[src/hw/arcs_pkg.sv]
// Package for the converter resolution and clock source decode block.
// Assumes an AHB-Lite slave with 32-bit data and single word transfers.
package arcs_pkg;
    localparam logic [7:0] ARCS_OFF_CFG1 = 8'h00;
    localparam logic [7:0] ARCS_OFF_CFG_TWO = 8'h04;
    localparam logic [7:0] ARCS_OFF_CTRL = 8'h08;
    localparam logic [7:0] ARCS_OFF_STAT = 8'h0C;
    localparam int ARCS_CFG1_CLK_LSB = 0;
    localparam int ARCS_CFG1_MODE_LSB = 2;
    localparam int ARCS_CFG_TWO_ACKEN_BIT = 3;
    localparam int ARCS_CTRL_DSEL_BIT = 0;
    localparam int ARCS_CTRL_START_BIT = 1;
    localparam int ARCS_CTRL_STOP_BIT = 2;
    localparam logic [7:0] ARCS_CFG1_RESET = 8'h00;
    localparam logic [7:0] ARCS_CFG_TWO_RESET = 8'h00;
    localparam logic [1:0] ARCS_MODE_8 = 2'h0;
    localparam logic [1:0] ARCS_MODE_12 = 2'h1;
    localparam logic [1:0] ARCS_MODE_10 = 2'h2;
    localparam logic [1:0] ARCS_MODE_16 = 2'h3;
    localparam logic [1:0] ARCS_CLK_BUS = 2'h0;
    localparam logic [1:0] ARCS_CLK_BUS2 = 2'h1;
    localparam logic [1:0] ARCS_CLK_ALT = 2'h2;
    localparam logic [1:0] ARCS_CLK_ASYNC = 2'h3;
    localparam int ARCS_STARTUP_NS = 100;
    localparam int ARCS_CLK_NS = 20;
    localparam int ARCS_STARTUP_CYC_I = (ARCS_STARTUP_NS + ARCS_CLK_NS - 1) / ARCS_CLK_NS;
    localparam logic [7:0] ARCS_STARTUP_CYC = ARCS_STARTUP_CYC_I[7:0];
    typedef enum logic [1:0] {ARCS_IDLE, ARCS_WARM, ARCS_RUN} arcs_state_type;
    typedef struct packed {
        logic [4:0] width;
        logic twos;
    } arcs_fmt_type;
endpackage

[src/hw/arcs_top.sv]
// Resolution, result format and conversion clock source decode with register access.
// Assumes a single AHB-Lite master; alternate and async clocks arrive as sampled levels.
// Summary of operation
// - Mode 00 gives 8-bit unsigned single-ended, 9-bit two's complement differential.
// - Mode 01 gives 12-bit single-ended, 13-bit two's complement differential.
// - Mode 10 gives 10-bit single-ended, 11-bit two's complement differential.
// - Mode 11 gives 16-bit both ways, differential in two's complement.
// - Clock code 00 bus clock, 01 bus clock halved, 10 alternate clock.
// - With async clock selected a start is accepted while that clock is off.
// - Async selected and enable clear: clock on at start, off when conversions end.
// - Each on-demand async clock restart waits a startup delay before converting.
// - Async enable bit set keeps async clock and its output running always.
`timescale 1ns/100ps
`default_nettype none
module arcs_top (
    input wire logic hclk,
    input wire logic hresetn,
    input wire logic hsel,
    input wire logic [31:0] haddr,
    input wire logic [1:0] htrans,
    input wire logic hwrite,
    input wire logic [2:0] hsize,
    input wire logic [31:0] hwdata,
    input wire logic hready,
    output logic [31:0] hrdata,
    output logic hreadyout,
    output logic hresp,
    input wire logic alternate_clock_input,
    input wire logic async_osc_clock,
    output logic conversion_clock,
    output logic async_clock_run,
    output logic async_conversion_clock,
    output logic conversion_active,
    output logic [4:0] result_width,
    output logic result_twos
);
    logic [7:0] cfg1_ff, nxt_cfg1;
    logic [7:0] cfg_two_ff, nxt_cfg_two;
    logic dsel_ff, nxt_dsel;
    logic wr_ff, nxt_wr;
    logic rd_ff, nxt_rd;
    logic [7:0] addr_ff, nxt_addr;
    logic [31:0] rdata_ff, nxt_rdata;
    logic start_pulse, stop_pulse;
    arcs_pkg::arcs_state_type state_ff, nxt_state;
    logic [7:0] warm_ff, nxt_warm;
    logic div_ff, nxt_div;
    logic cclk_ff, nxt_cclk;
    logic run_ff, nxt_run;
    logic aout_ff, nxt_aout;
    logic act_ff, nxt_act;
    arcs_pkg::arcs_fmt_type fmt_ff, nxt_fmt;
    logic [1:0] input_clock_select;
    logic async_clock_output_enable;
    logic differential_select;

    assign input_clock_select = cfg1_ff[arcs_pkg::ARCS_CFG1_CLK_LSB +: 2];
    assign async_clock_output_enable = cfg_two_ff[arcs_pkg::ARCS_CFG_TWO_ACKEN_BIT];
    assign differential_select = dsel_ff;

    // Bus slave: zero wait states, writes land in the data phase.
    always_comb begin
        nxt_wr = hsel && hready && htrans[1] && hwrite;
        nxt_rd = hsel && hready && htrans[1] && !hwrite;
        nxt_addr = (hsel && hready && htrans[1]) ? haddr[7:0] : addr_ff;
        nxt_cfg1 = cfg1_ff;
        nxt_cfg_two = cfg_two_ff;
        nxt_dsel = dsel_ff;
        start_pulse = 1'b0;
        stop_pulse = 1'b0;
        if (wr_ff) begin
            unique case (addr_ff)
                arcs_pkg::ARCS_OFF_CFG1: nxt_cfg1 = {4'h0, hwdata[3:0]};
                arcs_pkg::ARCS_OFF_CFG_TWO: nxt_cfg_two = {4'h0, hwdata[3], 3'h0};
                arcs_pkg::ARCS_OFF_CTRL: begin
                    nxt_dsel = hwdata[arcs_pkg::ARCS_CTRL_DSEL_BIT];
                    start_pulse = hwdata[arcs_pkg::ARCS_CTRL_START_BIT];
                    stop_pulse = hwdata[arcs_pkg::ARCS_CTRL_STOP_BIT];
                end
                default: ;
            endcase
        end
        nxt_rdata = 32'h0000_0000;
        if (nxt_rd) begin
            unique case (haddr[7:0])
                arcs_pkg::ARCS_OFF_CFG1: nxt_rdata = {24'h0, cfg1_ff};
                arcs_pkg::ARCS_OFF_CFG_TWO: nxt_rdata = {24'h0, cfg_two_ff};
                arcs_pkg::ARCS_OFF_CTRL: nxt_rdata = {31'h0, dsel_ff};
                arcs_pkg::ARCS_OFF_STAT: nxt_rdata = {16'h0, 2'h0, fmt_ff.width, fmt_ff.twos,
                    4'h0, run_ff, act_ff, 2'(state_ff)};
                default: nxt_rdata = 32'h0000_0000;
            endcase
        end
    end

    always_ff @(posedge hclk or negedge hresetn) begin
        if (!hresetn) begin
            wr_ff <= 1'b0;
            rd_ff <= 1'b0;
            addr_ff <= 8'h00;
            cfg1_ff <= arcs_pkg::ARCS_CFG1_RESET;
            cfg_two_ff <= arcs_pkg::ARCS_CFG_TWO_RESET;
            dsel_ff <= 1'b0;
            rdata_ff <= 32'h0000_0000;
        end else begin
            wr_ff <= nxt_wr;
            rd_ff <= nxt_rd;
            addr_ff <= nxt_addr;
            cfg1_ff <= nxt_cfg1;
            cfg_two_ff <= nxt_cfg_two;
            dsel_ff <= nxt_dsel;
            rdata_ff <= nxt_rdata;
        end
    end

    assign hrdata = rdata_ff;
    assign hreadyout = 1'b1;
    assign hresp = 1'b0;

    // Result format decode.
    always_comb begin
        nxt_fmt.twos = differential_select;
        unique case (cfg1_ff[arcs_pkg::ARCS_CFG1_MODE_LSB +: 2])
            arcs_pkg::ARCS_MODE_8: nxt_fmt.width = differential_select ? 5'h09 : 5'h08;
            arcs_pkg::ARCS_MODE_12: nxt_fmt.width = differential_select ? 5'h0D : 5'h0C;
            arcs_pkg::ARCS_MODE_10: nxt_fmt.width = differential_select ? 5'h0B : 5'h0A;
            arcs_pkg::ARCS_MODE_16: nxt_fmt.width = 5'h10;
        endcase
    end

    // Conversion sequencing with on-demand async clock.
    always_comb begin
        nxt_state = state_ff;
        nxt_warm = warm_ff;
        unique case (state_ff)
            arcs_pkg::ARCS_IDLE: begin
                if (start_pulse) begin
                    if (input_clock_select == arcs_pkg::ARCS_CLK_ASYNC && !run_ff) begin
                        nxt_state = arcs_pkg::ARCS_WARM;
                        nxt_warm = arcs_pkg::ARCS_STARTUP_CYC;
                    end else begin
                        nxt_state = arcs_pkg::ARCS_RUN;
                    end
                end
            end
            arcs_pkg::ARCS_WARM: begin
                if (stop_pulse) begin
                    nxt_state = arcs_pkg::ARCS_IDLE;
                end else if (warm_ff <= 8'h01) begin
                    nxt_state = arcs_pkg::ARCS_RUN;
                    nxt_warm = 8'h00;
                end else begin
                    nxt_warm = warm_ff - 8'h01;
                end
            end
            arcs_pkg::ARCS_RUN: begin
                if (stop_pulse) begin
                    nxt_state = arcs_pkg::ARCS_IDLE;
                end
            end
            default: nxt_state = arcs_pkg::ARCS_IDLE;
        endcase
        nxt_act = (nxt_state == arcs_pkg::ARCS_RUN);
        nxt_run = async_clock_output_enable
            || (input_clock_select == arcs_pkg::ARCS_CLK_ASYNC
                && nxt_state != arcs_pkg::ARCS_IDLE);
        nxt_aout = nxt_run && async_osc_clock;
        nxt_div = ~div_ff;
        unique case (input_clock_select)
            arcs_pkg::ARCS_CLK_BUS: nxt_cclk = ~cclk_ff;
            arcs_pkg::ARCS_CLK_BUS2: nxt_cclk = div_ff ? ~cclk_ff : cclk_ff;
            arcs_pkg::ARCS_CLK_ALT: nxt_cclk = alternate_clock_input;
            arcs_pkg::ARCS_CLK_ASYNC: nxt_cclk = nxt_run && async_osc_clock;
        endcase
        if (!nxt_act) begin
            nxt_cclk = 1'b0;
        end
    end

    always_ff @(posedge hclk or negedge hresetn) begin
        if (!hresetn) begin
            state_ff <= arcs_pkg::ARCS_IDLE;
            warm_ff <= 8'h00;
            div_ff <= 1'b0;
            cclk_ff <= 1'b0;
            run_ff <= 1'b0;
            aout_ff <= 1'b0;
            act_ff <= 1'b0;
            fmt_ff <= '0;
        end else begin
            state_ff <= nxt_state;
            warm_ff <= nxt_warm;
            div_ff <= nxt_div;
            cclk_ff <= nxt_cclk;
            run_ff <= nxt_run;
            aout_ff <= nxt_aout;
            act_ff <= nxt_act;
            fmt_ff <= nxt_fmt;
        end
    end

    assign conversion_clock = cclk_ff;
    assign async_clock_run = run_ff;
    assign async_conversion_clock = aout_ff;
    assign conversion_active = act_ff;
    assign result_width = fmt_ff.width;
    assign result_twos = fmt_ff.twos;

    AST_MODE8_WIDTH: assert property (@(posedge hclk) disable iff (!hresetn)
        cfg1_ff[3:2] == 2'h0 |=> result_width == ($past(differential_select) ? 5'h09 : 5'h08))
        else $error("mode 00 width wrong");
    AST_MODE12_WIDTH: assert property (@(posedge hclk) disable iff (!hresetn)
        cfg1_ff[3:2] == 2'h1 |=> result_width == ($past(differential_select) ? 5'h0D : 5'h0C))
        else $error("mode 01 width wrong");
    AST_MODE10_WIDTH: assert property (@(posedge hclk) disable iff (!hresetn)
        cfg1_ff[3:2] == 2'h2 |=> result_width == ($past(differential_select) ? 5'h0B : 5'h0A))
        else $error("mode 10 width wrong");
    AST_MODE16_WIDTH: assert property (@(posedge hclk) disable iff (!hresetn)
        cfg1_ff[3:2] == 2'h3 |=> result_width == 5'h10
        && result_twos == $past(differential_select))
        else $error("mode 11 width wrong");
    AST_ALT_FOLLOW: assert property (@(posedge hclk) disable iff (!hresetn)
        input_clock_select == 2'h2 && nxt_act |=> conversion_clock == $past(alternate_clock_input))
        else $error("alternate clock not routed");
    AST_START_ACCEPT: assert property (@(posedge hclk) disable iff (!hresetn)
        state_ff == arcs_pkg::ARCS_IDLE && start_pulse |=> state_ff != arcs_pkg::ARCS_IDLE)
        else $error("start not accepted");
    AST_ASYNC_OFF: assert property (@(posedge hclk) disable iff (!hresetn)
        !async_clock_output_enable && state_ff == arcs_pkg::ARCS_IDLE
        && $past(state_ff == arcs_pkg::ARCS_IDLE) && $past(!async_clock_output_enable)
        |-> !async_clock_run)
        else $error("async clock left running");
    AST_WARM_DELAY: assert property (@(posedge hclk) disable iff (!hresetn)
        state_ff == arcs_pkg::ARCS_IDLE && start_pulse && input_clock_select == 2'h3
        && !run_ff && !async_clock_output_enable
        |=> !conversion_active [*5])
        else $error("no startup delay");
    AST_ENABLE_RUN: assert property (@(posedge hclk) disable iff (!hresetn)
        async_clock_output_enable |=> async_clock_run)
        else $error("async clock not forced on");
    AST_ASYNC_SEL: assert property (@(posedge hclk) disable iff (!hresetn)
        input_clock_select == 2'h3 && $past(input_clock_select) == 2'h3
        && conversion_active |-> async_clock_run)
        else $error("async clock not running while selected");
    COV_WARM: cover property (@(posedge hclk) disable iff (!hresetn)
        state_ff == arcs_pkg::ARCS_WARM ##1 state_ff == arcs_pkg::ARCS_RUN);
    COV_TWOS16: cover property (@(posedge hclk) disable iff (!hresetn)
        result_width == 5'h10 && result_twos);
    COV_ALT_RUN: cover property (@(posedge hclk) disable iff (!hresetn)
        conversion_active && input_clock_select == 2'h2);
endmodule // arcs_top
`default_nettype wire

[config.mk]
export PLATFORM = sky130hd
export DESIGN_NAME = arcs_top
export DESIGN_NICKNAME = d
export VERILOG_FILES = /design/src/hw/arcs_pkg.sv /design/src/hw/arcs_top.sv
export SDC_FILE = /design/constraint.sdc
export NUM_CORES = 1
export LEC_CHECK = 0
export ABC_CLOCK_PERIOD_IN_PS = 3020
export BUFFER_PORTS_ARGS = -buffer_cell sky130_fd_sc_hd__buf_4
export CORE_AREA = 5 5 74 76
export DETAILED_ROUTE_END_ITERATION = 16
export DIE_AREA = 0 0 79 81
export GPL_ROUTABILITY_DRIVEN = 0
export PLACE_DENSITY_LB_ADDON = 0.12
export SLEW_MARGIN = 25
export SYNTH_ARGS = -nofsm -noshare
export SYNTH_HDL_FRONTEND = slang
export SYNTH_SLANG_ARGS = --single-unit
[constraint.sdc]
create_clock -name hclk -period 3.02 [get_ports hclk]
set_clock_uncertainty 0.1 [all_clocks]
set_input_delay 0.302 -clock hclk [delete_from_list [all_inputs] [get_ports hclk]]
set_output_delay 0.302 -clock hclk [all_outputs]
set_load 0.005 [all_outputs]
==> results.md <==
* Status: finished, final reports clean
* Hold Path Class: primary input to register
* Die area at 6400 sq um
* Leakage at 1.19 nW
* GRT Overall Usage at 13.5%
* Nets@finish at 323
* CTS H-tree lvls at 2
* Clock sinks at 46
* WL per Instance at 13.3 microns
* Crit path DAT at 2080 ps
* Met1 Resource Use GR at 17.7%
* Area fraction of the dominant cell type after synthesis at 52.4%
* First-pass GRT wire length at 6710 microns
* Root Driver: clkbuf_8
* Diodes inserted at 0
* Worst setup margin at 1080 ps
* Via count at 1500
* Fillers at 441
* Initial Utilization at 47.1%
* Final TNS setup at 0 ps
* Largest net degree at the start of global routing at 47
* Die height at 81 microns
* GR Layer Usage met3 at 2.88%
* Final Core Density at 54.6%
* Pwr dens at 474 nW/um^2
* Final Cycle Share at 64.4%
* Max IR drop VDD at 0.000274 V
* Max Slew Vio Count at 0
* Post-Syn Area at 2200 sq um
* Critical Path RT at 3150 ps
* Crit start category: register
* Area grow syn2layout at 15.8%
* CP Depth at 6
* Dominant cell type by area after synthesis: dfrtp_1
* DRC Markers at 0
* Die W at 79 microns
* Synth Warn # at 0
* Post-CTS Setup Repair Bufs at 0
* Design Area, Final at 2540 sq um
* Dpl hpwl at 3010 microns
* Vias in the first global route at 1446
* Post-synth top flop: dfrtp_1
* I/O Buffers at 39
* # IOs at 120
* Wirelength, routed at 4000 microns
* Clk slew on worst S/H paths at 90 ps
* Rows at 25
* GR Util met2 at 21.3%
* Setup violators final at 0
* FF-to-FF path depth at 6
* Share of post-route cells with drive strength above 1 at 29.3%
* 1st-iter DRT viols at 71
* EDFF count, synth at 0
* Antenna violation net count after detailed routing at 0
* CTS tree: built
* Tightest Pin Transition at 701 ps
* Drt pass-1 iters at 4
* Crit path cell chain: inv_1 > ha_1 > or2_2 > and3_1 > or4_1 > nand3_1
* Clock insertion delay at the later pin of the skew report at 300 ps
* Max FO, Critical Path at 6
* GR Overflow Total at 0
* Critical path type: register to register
* Core area at 4660 sq um
* Worst path slowest cell: or4_1
* CTS buffer count at 5
* Tmin final at 1940 ps
* Unrepaired setup endpoints after global routing: false
* Final hold violation count at 0
* Synth unique cells at 42
* Post-place instance area at 2440 sq um
* Number of max-cap violations at 0
* Synthesized area per cell at 10.8 sq um
* Vias per Instance at 5.00
* Gr busiest metal: met2
* Max transition margin at 52.8%
* Peak Freq at 514 MHz
* Flops & latches, synth at 46
* Top delay family on crit path: simple AND/OR/NAND/NOR gates
* Hold path cells at 2
* Worst slack, placed at 1080 ps
* Worst hold slack at 76.3 ps
* Gate Count Post-Synth at 204
* CTS Buffer Depth at 2
* Sequential share of the synthesized area at 52.4%
* Worst path bufs/invs at 1
* CP peak stage delay at 500 ps
* Initial antenna violation count at 0
* Post-synth ARST share at 100%
* Critical path endpoint category: register
* Main area contributors after synthesis: dfrtp_1 52%, mux2_2 8.7%, buf_4 8.5%
[Yosys cell counts, types with 2 or more instances]
cell	n
nand2b_1	2
ha_1	2
nand2_1	18
nand3_1	9
inv_1	7
mux2_2	17
nor2_1	11
clkbuf_1	3
a31oi_1	4
dfrtp_1	46
nor3_1	3
nor2b_1	6
nor3_2	2
buf_4	25
and2_1	9
o21ai_0	6
conb_1	2
a21oi_1	6
nor4_1	3
[through the flow]
step / cells / power (mW)
global placement: 291 / 0.831
floorplan: 226 / 0.786
detailed placement: 291 / 0.833
global route: 300 / 1.27
CTS: 300 / 1.22
finish: 300 / 1.21
[registers in the layout, indices dropped and copies added (netlist names)]
signal,flops
conversion_active,1
result_twos,1
div_ff,1
differential_select,1
state_ff,2
cfg_two_ff,1
async_clock_run,1
conversion_clock,1
async_conversion_clock,1
addr_ff,8
result_width,5
wr_ff,1
warm_ff,8
hrdata,10
cfg1_ff,4
[routing by layer]
metal	up-vias	share of wire [%]	wire length, microns
met3	7	6.9	276
met1	708	45	1810
met2	47	46	1840
li1	738	-	-
met5	-	0	0
met4	0	1.9	75
[cell families (layout without fill, tap and decap cells)]
group / Yosys count / in the layout / synth area share (%)
AOI/OAI and AO/OA: 25 / 25 / 7.24
xor gates and xnor gates: 1 / 1 / 0.399
adders and majority gates: 2 / 2 / 1.14
DFF: 46 / 46 / 52.4
buffers and inverters: 35 / 55 / 10.3
and+or+nand+nor: 75 / 75 / 19.0
other: 2 / 24 / 0.342
muxes: 18 / 18 / 9.17
[area by class of cell]
class / count / area (sq um) / share of cell area, %
tap: 54 / 67.6 / 2.66
clock buffer: 5 / 68.8 / 2.71
clock inverter: 3 / 25.0 / 0.984
sequential: 46 / 1150 / 45.3
inverter: 7 / 26.3 / 1.03
timing repair buffer: 40 / 303 / 11.9
multi-input combinational: 145 / 902 / 35.5
[layout by cell type, fill, tap and decap left out, types with 2 or more instances in the layout]
cell,count
a21oi_1,6
a31oi_1,4
and2_1,9
buf_4,39
clkbuf_8,5
conb_1,24
dfrtp_1,46
ha_1,2
inv_1,7
mux2_2,17
nand2_1,18
nand2b_1,2
nand3_1,9
nor2_1,11
nor2b_1,6
nor3_1,3
nor3_2,2
nor4_1,3
o21ai_0,6
[timing repair]
action,CTS,global route
resized for setup,0,0
endpoints found under the hold margin,46,0
hold buffers,1,0
[power by group]
group	switching, mW	total (mW)	internal [mW]
clock	0.219	0.386	0.167
sequential	0.0340	0.689	0.655
combinational	0.0567	0.130	0.0733
total	0.310	1.21	0.896
[worst paths after layout]
path / startpoint / end / slack [ps]
setup / recovery: warm_ff[0]$_DFFE_PN0P_ / warm_ff[2]$_DFFE_PN0P_ / 1080
hold / removal: hwrite / hrdata[0]$_DFF_PN0_ / 80
setup reg to reg: warm_ff[0]$_DFFE_PN0P_ / warm_ff[2]$_DFFE_PN0P_ / 1080
hold reg to reg: div_ff$_DFF_PN0_ / div_ff$_DFF_PN0_ / 320
max in group asynchronous: hresetn / warm_ff[0]$_DFFE_PN0P_ / 1990
min in group asynchronous: hresetn / result_twos$_DFF_PN0_ / 440
Note: power is estimated with default switching activity, not from simulation.
